### src/cwo_pkg.sv
// Purpose: Constants and carrier types for the cursor window origin regs
// Assumes: Register index times four is the APB byte address
// Notes:   Coordinates are 12 bits, sprite origin 6 bits

package cwo_pkg;

    localparam int COORD_W = 12;
    localparam int ORG_W   = 6;
    localparam int IDX_W   = 6;

    // Register indices
    localparam logic [IDX_W-1:0] IDX_ORG_X      = 6'h04;
    localparam logic [IDX_W-1:0] IDX_ORG_Y      = 6'h05;
    localparam logic [IDX_W-1:0] IDX_BEG_X_LOW  = 6'h10;
    localparam logic [IDX_W-1:0] IDX_BEG_X_HIGH = 6'h11;
    localparam logic [IDX_W-1:0] IDX_END_X_LOW  = 6'h12;
    localparam logic [IDX_W-1:0] IDX_END_X_HIGH = 6'h13;
    localparam logic [IDX_W-1:0] IDX_BEG_Y_LOW  = 6'h14;
    localparam logic [IDX_W-1:0] IDX_BEG_Y_HIGH = 6'h15;
    localparam logic [IDX_W-1:0] IDX_END_Y_LOW  = 6'h16;
    localparam logic [IDX_W-1:0] IDX_END_Y_HIGH = 6'h17;

    // Field positions inside the byte registers
    localparam int LOW_MSB  = 7;
    localparam int HIGH_MSB = 3;
    localparam int ORG_MSB  = 5;

    // Values after reset
    localparam logic [ORG_W-1:0]   ORG_RST   = 6'h1F;
    localparam logic [COORD_W-1:0] COORD_RST = 12'h000;

    // Side of the square sprite area, as a shift
    localparam int SPRITE_LOG2 = 6;

    typedef struct packed {
        logic [COORD_W-1:0] x;
        logic [COORD_W-1:0] y;
    } cwo_corner_t;

    typedef struct packed {
        logic [ORG_W-1:0] x;
        logic [ORG_W-1:0] y;
    } cwo_origin_t;

endpackage

### src/cwo_regs.sv
// Purpose: Sprite origin and window corner registers with retrace commit
// Assumes: vblank comes from display timing on pclk; APB4 slave, 8-bit
//          registers in the low byte of each word
// Notes:   Staged values reach the display side at the start of vblank
//
// Behaviour
// - Origin gives sprite 64x64 area offset from cross-hair point.
// - Each origin register holds six bits, values 0 to 63.
// - Both origin registers reset to 31.
// - Origin bits 7 and 6 read back zero.
// - New origin reaches display only at next vertical retrace.
// - Start corner is upper-left bound of cursor or auxiliary window.
// - Start coordinate is 12 bits from low and high byte registers.
// - Start high byte registers read zero in bits 7 to 4.
// - Start corner commits at retrace after start y high write.
// - Window registers have no defined value until written.
// - Start coordinate is inclusive, first pixel inside window.
// - Stop coordinate is inclusive, last pixel inside window.
// - Coordinates are relative to first displayed pixel (0,0).
// - Stop coordinate is 12 bits from low and high byte registers.
// - Stop high byte registers read zero in bits 7 to 4.
// - Stop corner commits at retrace after stop y high write.
// - Every register is readable and writable at any time.

`timescale 1ns/10ps

module cwo_regs #(
    parameter int ADDR_W = 8
) (
    input  wire logic              pclk,
    input  wire logic              presetn,
    input  wire logic              psel,
    input  wire logic              penable,
    input  wire logic              pwrite,
    input  wire logic [ADDR_W-1:0] paddr,
    input  wire logic [31:0]       pwdata,
    input  wire logic [3:0]        pstrb,
    output logic [31:0]            prdata,
    output logic                   pready,
    output logic                   pslverr,
    input  wire logic              vblank,
    input  wire cwo_pkg::cwo_corner_t cursor,
    input  wire cwo_pkg::cwo_corner_t pixel,
    output cwo_pkg::cwo_origin_t   origin,
    output cwo_pkg::cwo_corner_t   win_begin,
    output cwo_pkg::cwo_corner_t   win_end,
    output logic                   begin_valid,
    output logic                   end_valid,
    output logic                   in_window,
    output logic                   in_sprite
);

    function automatic logic hit(
        input logic [ADDR_W-1:0]          a,
        input logic [cwo_pkg::IDX_W-1:0]  idx
    );
        hit = (a[ADDR_W-1:2] == idx) && (a[1:0] == 2'h0);
    endfunction

    function automatic logic in_span(
        input logic [cwo_pkg::COORD_W-1:0] p,
        input logic [cwo_pkg::COORD_W-1:0] lo,
        input logic [cwo_pkg::COORD_W-1:0] hi
    );
        in_span = (p >= lo) && (p <= hi);
    endfunction

    // Staging side, host view
    cwo_pkg::cwo_origin_t org_s;
    cwo_pkg::cwo_corner_t beg_s;
    cwo_pkg::cwo_corner_t end_s;
    logic                 org_pend;
    logic                 beg_pend;
    logic                 end_pend;
    logic                 vblank_q;

    wire logic setup_ph = psel & ~penable;
    wire logic access   = psel & penable;
    wire logic wr_en    = access & pwrite & pstrb[0];

    wire logic h_org_x  = hit(paddr, cwo_pkg::IDX_ORG_X);
    wire logic h_org_y  = hit(paddr, cwo_pkg::IDX_ORG_Y);
    wire logic h_bxl    = hit(paddr, cwo_pkg::IDX_BEG_X_LOW);
    wire logic h_bxh    = hit(paddr, cwo_pkg::IDX_BEG_X_HIGH);
    wire logic h_exl    = hit(paddr, cwo_pkg::IDX_END_X_LOW);
    wire logic h_exh    = hit(paddr, cwo_pkg::IDX_END_X_HIGH);
    wire logic h_byl    = hit(paddr, cwo_pkg::IDX_BEG_Y_LOW);
    wire logic h_byh    = hit(paddr, cwo_pkg::IDX_BEG_Y_HIGH);
    wire logic h_eyl    = hit(paddr, cwo_pkg::IDX_END_Y_LOW);
    wire logic h_eyh    = hit(paddr, cwo_pkg::IDX_END_Y_HIGH);

    wire logic mapped   = h_org_x | h_org_y | h_bxl | h_bxh | h_exl
                        | h_exh | h_byl | h_byh | h_eyl | h_eyh;

    // Zero wait states; no access gate tied to display state
    assign pready  = 1'b1;
    assign pslverr = access & ~mapped;

    wire logic vb_start = vblank & ~vblank_q;

    wire logic org_trig = wr_en & (h_org_x | h_org_y);
    wire logic beg_trig = wr_en & h_byh;
    wire logic end_trig = wr_en & h_eyh;

    // A trigger in the commit cycle is kept for the next retrace
    wire logic next_org_pend = org_trig | (org_pend & ~vb_start);
    wire logic next_beg_pend = beg_trig | (beg_pend & ~vb_start);
    wire logic next_end_pend = end_trig | (end_pend & ~vb_start);

    wire logic org_commit = vb_start & org_pend;
    wire logic beg_commit = vb_start & beg_pend;
    wire logic end_commit = vb_start & end_pend;

    // Read data, unused upper bits forced low
    wire logic [7:0] rd_org_x = {2'h0, org_s.x};
    wire logic [7:0] rd_org_y = {2'h0, org_s.y};
    wire logic [7:0] rd_bxh   = {4'h0, beg_s.x[11:8]};
    wire logic [7:0] rd_byh   = {4'h0, beg_s.y[11:8]};
    wire logic [7:0] rd_exh   = {4'h0, end_s.x[11:8]};
    wire logic [7:0] rd_eyh   = {4'h0, end_s.y[11:8]};

    wire logic [7:0] rd_byte =
        h_org_x ? rd_org_x :
        h_org_y ? rd_org_y :
        h_bxl   ? beg_s.x[7:0] :
        h_bxh   ? rd_bxh :
        h_byl   ? beg_s.y[7:0] :
        h_byh   ? rd_byh :
        h_exl   ? end_s.x[7:0] :
        h_exh   ? rd_exh :
        h_eyl   ? end_s.y[7:0] :
        h_eyh   ? rd_eyh : 8'h00;

    always_ff @(posedge pclk or negedge presetn)
    begin
        if (!presetn)
            prdata <= 32'h0000_0000;
        else if (setup_ph && !pwrite)
            prdata <= {24'h00_0000, rd_byte};
    end

    always_ff @(posedge pclk or negedge presetn)
    begin
        if (!presetn)
        begin
            org_s.x <= cwo_pkg::ORG_RST;
            org_s.y <= cwo_pkg::ORG_RST;
        end
        else
        begin
            if (wr_en && h_org_x)
                org_s.x <= pwdata[cwo_pkg::ORG_MSB:0];
            if (wr_en && h_org_y)
                org_s.y <= pwdata[cwo_pkg::ORG_MSB:0];
        end
    end

    // Window staging: zero here, but software must not rely on it
    always_ff @(posedge pclk or negedge presetn)
    begin
        if (!presetn)
        begin
            beg_s <= {cwo_pkg::COORD_RST, cwo_pkg::COORD_RST};
            end_s <= {cwo_pkg::COORD_RST, cwo_pkg::COORD_RST};
        end
        else if (wr_en)
        begin
            // High nibble kept only, so codes stay within 0..4095
            if (h_bxl) beg_s.x[7:0]  <= pwdata[cwo_pkg::LOW_MSB:0];
            if (h_bxh) beg_s.x[11:8] <= pwdata[cwo_pkg::HIGH_MSB:0];
            if (h_byl) beg_s.y[7:0]  <= pwdata[cwo_pkg::LOW_MSB:0];
            if (h_byh) beg_s.y[11:8] <= pwdata[cwo_pkg::HIGH_MSB:0];
            if (h_exl) end_s.x[7:0]  <= pwdata[cwo_pkg::LOW_MSB:0];
            if (h_exh) end_s.x[11:8] <= pwdata[cwo_pkg::HIGH_MSB:0];
            if (h_eyl) end_s.y[7:0]  <= pwdata[cwo_pkg::LOW_MSB:0];
            if (h_eyh) end_s.y[11:8] <= pwdata[cwo_pkg::HIGH_MSB:0];
        end
    end

    always_ff @(posedge pclk or negedge presetn)
    begin
        if (!presetn)
        begin
            vblank_q <= 1'b0;
            org_pend <= 1'b0;
            beg_pend <= 1'b0;
            end_pend <= 1'b0;
        end
        else
        begin
            vblank_q <= vblank;
            org_pend <= next_org_pend;
            beg_pend <= next_beg_pend;
            end_pend <= next_end_pend;
        end
    end

    // Display side copies
    always_ff @(posedge pclk or negedge presetn)
    begin
        if (!presetn)
        begin
            origin.x    <= cwo_pkg::ORG_RST;
            origin.y    <= cwo_pkg::ORG_RST;
            win_begin   <= {cwo_pkg::COORD_RST, cwo_pkg::COORD_RST};
            win_end     <= {cwo_pkg::COORD_RST, cwo_pkg::COORD_RST};
            begin_valid <= 1'b0;
            end_valid   <= 1'b0;
        end
        else
        begin
            if (org_commit)
                origin <= org_s;
            if (beg_commit)
                win_begin <= beg_s;
            if (end_commit)
                win_end <= end_s;
            begin_valid <= begin_valid | beg_commit;
            end_valid   <= end_valid | end_commit;
        end
    end

    // Pixel and cursor share the screen frame whose origin is (0,0)
    wire logic win_hit = in_span(pixel.x, win_begin.x, win_end.x)
                       & in_span(pixel.y, win_begin.y, win_end.y);

    // Sprite area top-left is cursor point minus origin; wraps at 4096
    wire logic [cwo_pkg::COORD_W-1:0] spr_left =
        cursor.x - {{(cwo_pkg::COORD_W-cwo_pkg::ORG_W){1'b0}}, origin.x};
    wire logic [cwo_pkg::COORD_W-1:0] spr_top  =
        cursor.y - {{(cwo_pkg::COORD_W-cwo_pkg::ORG_W){1'b0}}, origin.y};
    wire logic [cwo_pkg::COORD_W-1:0] spr_dx = pixel.x - spr_left;
    wire logic [cwo_pkg::COORD_W-1:0] spr_dy = pixel.y - spr_top;
    wire logic spr_hit =
        (spr_dx[cwo_pkg::COORD_W-1:cwo_pkg::SPRITE_LOG2] == '0)
      & (spr_dy[cwo_pkg::COORD_W-1:cwo_pkg::SPRITE_LOG2] == '0);

    always_ff @(posedge pclk or negedge presetn)
    begin
        if (!presetn)
        begin
            in_window <= 1'b0;
            in_sprite <= 1'b0;
        end
        else
        begin
            // Window hidden until both corners have been committed
            in_window <= win_hit & begin_valid & end_valid;
            in_sprite <= spr_hit;
        end
    end
endmodule

### config.mk
export PLATFORM = sky130hd
export DESIGN_NAME = cwo_regs
export DESIGN_NICKNAME = d
export VERILOG_FILES = /design/src/cwo_pkg.sv /design/src/cwo_regs.sv
export SDC_FILE = /design/constraint.sdc
export NUM_CORES = 1
export LEC_CHECK = 0
export ABC_AREA = 1
export BUFFER_PORTS_ARGS = -buffer_cell sky130_fd_sc_hd__buf_2
export CAP_MARGIN = 25
export CORE_MARGIN = 2
export CORE_UTILIZATION = 35
export CTS_CLUSTER_DIAMETER = 150
export DETAILED_ROUTE_END_ITERATION = 7
export GPL_ROUTABILITY_DRIVEN = 0
export PLACE_DENSITY = 0.52
export SLEW_MARGIN = 15
export SYNTH_ARGS = -nofsm -noshare
export SYNTH_HDL_FRONTEND = slang
export SYNTH_SLANG_ARGS = --single-unit
### constraint.sdc
create_clock -name pclk -period 7.2 [get_ports pclk]
set_input_delay 0.36 -clock pclk [delete_from_list [all_inputs] [get_ports pclk]]
set_output_delay 0.36 -clock pclk [all_outputs]
set_load 0.005 [all_outputs]
==> flow_metrics.py <==
metrics = {
    "routing": {
        "dr.pass1.iters": 5,
        "ant_nets": 0,
        "drt_wl_total_um": 24700,
        "drt-initial-drc-count": 512,
        "num_vias": 7030,
        "wl_per_cell_um": 16.3,
        "drc": 0,
        "routed_via_density": 4.63,
    },
    "yosys": {
        "synth_enable_flop_cells": 0,
        "yosys-top-cells-count": "nand2_1 (245), inv_1 (163), dfrtp_1 (116)",
        "ys_ff_latch": 136,
        "netlist_area_um2": 8440,
        "syn_inst": 1043,
        "ys_async_sr_fraction_pct": 100,
        "yosysMostFrequentCell": "nand2_1",
        "synthTopCellsByArea": "dfrtp_1 (34%), ha_1 (12%), nand2_1 (11%)",
        "yosys_warnings": 0,
        "synth_top_area_share_pct": 34.4,
        "synth.distinct_cells": 42,
        "yosysTopAreaCell": "dfrtp_1",
        "syn_area_per_cell_um2": 8.09,
        "synthFlopType": "dfrtp_1",
        "seq_area_frac_synth_pct": 40.6,
    },
    "floorplan": {
        "die_h_um": 159,
        "rows": 56,
        "num_io_pins": 196,
        "core_area_um2": 23500,
        "die_area_um2": 25400,
        "start_util_pct": 35.8,
        "die_x_um": 159,
    },
    "min_path": {
        "hold_path.class": "primary input to flop",
    },
    "setup_path": {
        "critical_path_peak_fanout": 3,
        "crit_cells": 14,
        "path_buf_inv": 3,
        "cp-start-kind": "flop",
        "r2r-start": "origin[10]",
        "critPathSlowestCell": "dfstp_2",
        "r2r-end": "in_sprite",
        "cp_top_family": "adder cells",
        "cp-endpoint": "in_sprite",
        "arrival_ns": 2.84,
        "startpoint": "origin[10]",
        "reg2regPathDepth": 14,
        "end_kind": "flop",
        "crit_chain": "inv_1, fa_1, inv_1, ha_1, nand2_1, inv_1, a21oi_1, nand2_1, nand2_1, nand2_1, xor2_1, nor2_1, nand4_1, nor2_1",
        "required_ns": 7.55,
        "slowest_delay_ns": 0.53,
        "crit_path_frequent_cell": "nand2_1",
        "critPathKind": "flop to flop",
        "reg2reg_slack_ns": 4.71,
    },
    "cells_and_area": {
        "stdcell_area_um2": 10000,
        "layout-drive-gt1-share_pct": 20.5,
        "area_growth_pct": 18.6,
        "layout.nets": 1374,
        "fillers": 2401,
    },
    "global_routing": {
        "grt_max_degree": 77,
        "top_usage_layer": "met2",
        "gr-usage-all-layers_pct": 19.8,
        "grt_pass1_vias": 6781,
        "grt_util_met3_pct": 3.88,
        "met1_usage_pct": 27.7,
        "grtUsageMet2_pct": 31.5,
        "grt_overflow": 0,
        "grt_antenna_before_repair": 1,
        "grt_pass1_wl_um": 38500,
    },
    "cts": {
        "post-cts-setup-buffer-count": 0,
        "cts_buffers": 17,
        "clk_latency_ns": 0.43,
        "clock_path_buffers": 2,
        "root_buffer": "clkbuf_16",
        "cts.sinks": 136,
        "clk_pin_slew_ns": 0.06,
        "cts_tree": "done",
        "h-tree-depth": 4,
    },
    "timing": {
        "setup_viol_count_final": 0,
        "min_period_over_period_pct": 34.6,
        "setup-tns-final_ns": 0,
        "slew_headroom_pct": 27.8,
        "tightest_slew_ns": 1.08,
        "hold_violations": 0,
        "skew_ns": 0.0111,
        "finalMaxSlewViolations": 0,
        "max_freq_ghz": 0.402,
        "fin_crit_ns": 2.49,
        "rsz0062_at_grt": "no",
    },
    "power_and_ir_drop": {
        "leakagePower_nw": 5.33,
        "ir_worst_vdd_mv": 0.162,
        "cellPowerDensity_nw_per_um2": 190,
        "total_power_mw": 1.90,
    },
    "status": {
        "status": "finished, final reports clean",
    },
    "place": {
        "place_area_um2": 9360,
        "portBuffers": 143,
        "dp.final_hpwl_um": 19800,
    },
    "job": {
        "drv_cap": 0,
    },
}
-- what timing repair did --
item / 4_1_cts / 5_1_grt
hold endpoints to repair: 58 / 0
gates resized for setup: 0 / 0
hold buffers: 1 / 0
setup endpoints to repair: 0 / 0
-- per-layer routing --
layer  vias to the layer above  wire [um]
met5                         -          0
met4                         0        379
met3                        22        992
met2                       167      11300
met1                      3234      12100
li1                       3607          -
-- how the worst min path moves through the flow --
stage / start / endpoint / slack, ns / depth (start not counted)
final: vblank / vblank_q / 0.06 / 1
after global routing: vblank / vblank_q / 0.05 / 1
after CTS: vblank / vblank_q / 0.05 / 1
after detailed placement: presetn / win_end[16] / 0.37 / 1
after global placement: presetn / win_end[16] / 0.39 / 1
after floorplan: presetn / beg_pend / 0.06 / 0
-- power breakdown --
group / switching (mW) / total, mW / internal, mW
clock network: 0.349 / 0.892 / 0.542
logic: 0.146 / 0.230 / 0.0841
registers: 0.00578 / 0.780 / 0.774
total: 0.501 / 1.90 / 1.40
-- sequential cells by signal (all words and copies together), names as in the netlist, 8 cells and up --
name and count:
origin 12, prdata 8, win_end 24, beg_s 24
end_s 24, org_s 12, win_begin 24
-- kinds of logic (layout without fill, tap and decap cells) --
| group | Yosys count | after routing | share of synthesized area (%) |
|---|---|---|---|
| XOR/XNOR | 2 | 2 | 0.208 |
| adder cells (fa/ha/maj) | 90 | 90 | 14.2 |
| AND/OR/NAND/NOR | 388 | 388 | 19.7 |
| flip-flops | 136 | 136 | 40.6 |
| buffers and inverters | 218 | 351 | 11.2 |
| other | 2 | 26 | 0.0890 |
| multiplexers | 7 | 7 | 0.934 |
| AO/OA/AOI/OAI | 200 | 200 | 13.0 |
-- layout make-up --
| cell class | count | area (um2) | area share (%) |
|---|---|---|---|
| Multi-Input combinational cell | 712 | 4150 | 41.5 |
| Clock inverter | 12 | 140 | 1.40 |
| Tap cell | 319 | 399 | 3.99 |
| Clock buffer | 20 | 467 | 4.66 |
| Antenna cell | 1 | 2.50 | 0.0250 |
| Inverter | 171 | 642 | 6.41 |
| Sequential cell | 136 | 3430 | 34.3 |
| Timing Repair Buffer | 148 | 782 | 7.81 |
-- placed cells by master (no fill, tap or decap), types with 4 or more instances in the layout --
cell type  instances
o21ai_0           78
conb_1            25
nor3_1             6
inv_6              4
ha_1              80
nand3_1           25
nand4_1           15
inv_2              8
dfrtp_1          116
fa_1              10
dfstp_2           20
a21oi_1           79
nand2_1          245
inv_1            163
nand2_2            6
o21ai_2           14
buf_2            142
o21ai_1           12
nor2_1            75
mux2_2             7
clkbuf_16         17
o22ai_1            4
-- worst register-to-register path, delay by kind of cell, from the launching register on --
kind            cells  cell delay (ns)
flops               1             0.53
compound gates      1             0.18
simple gates        7             0.61
fa+ha+maj           2             0.80
xor+xnor            1             0.14
buf+inv             3             0.16
-- per-stage QoR --
step | hold WS (ns) | cells | setup WS (ns) | utilization [%]
3_5_place_dp | 0.374 | 1484 | 4.71 | 39.8
2_1_floorplan | 0.0644 | 1066 | 4.90 | -
4_1_cts | 0.0506 | 1517 | 4.69 | 42.4
3_3_place_gp | 0.386 | 1484 | 4.75 | 39.8
6_report | 0.0614 | 1519 | 4.71 | 42.5
5_1_grt | 0.0548 | 1519 | 4.48 | 42.5
No activity file was read; power rests on OpenSTA's default activity.
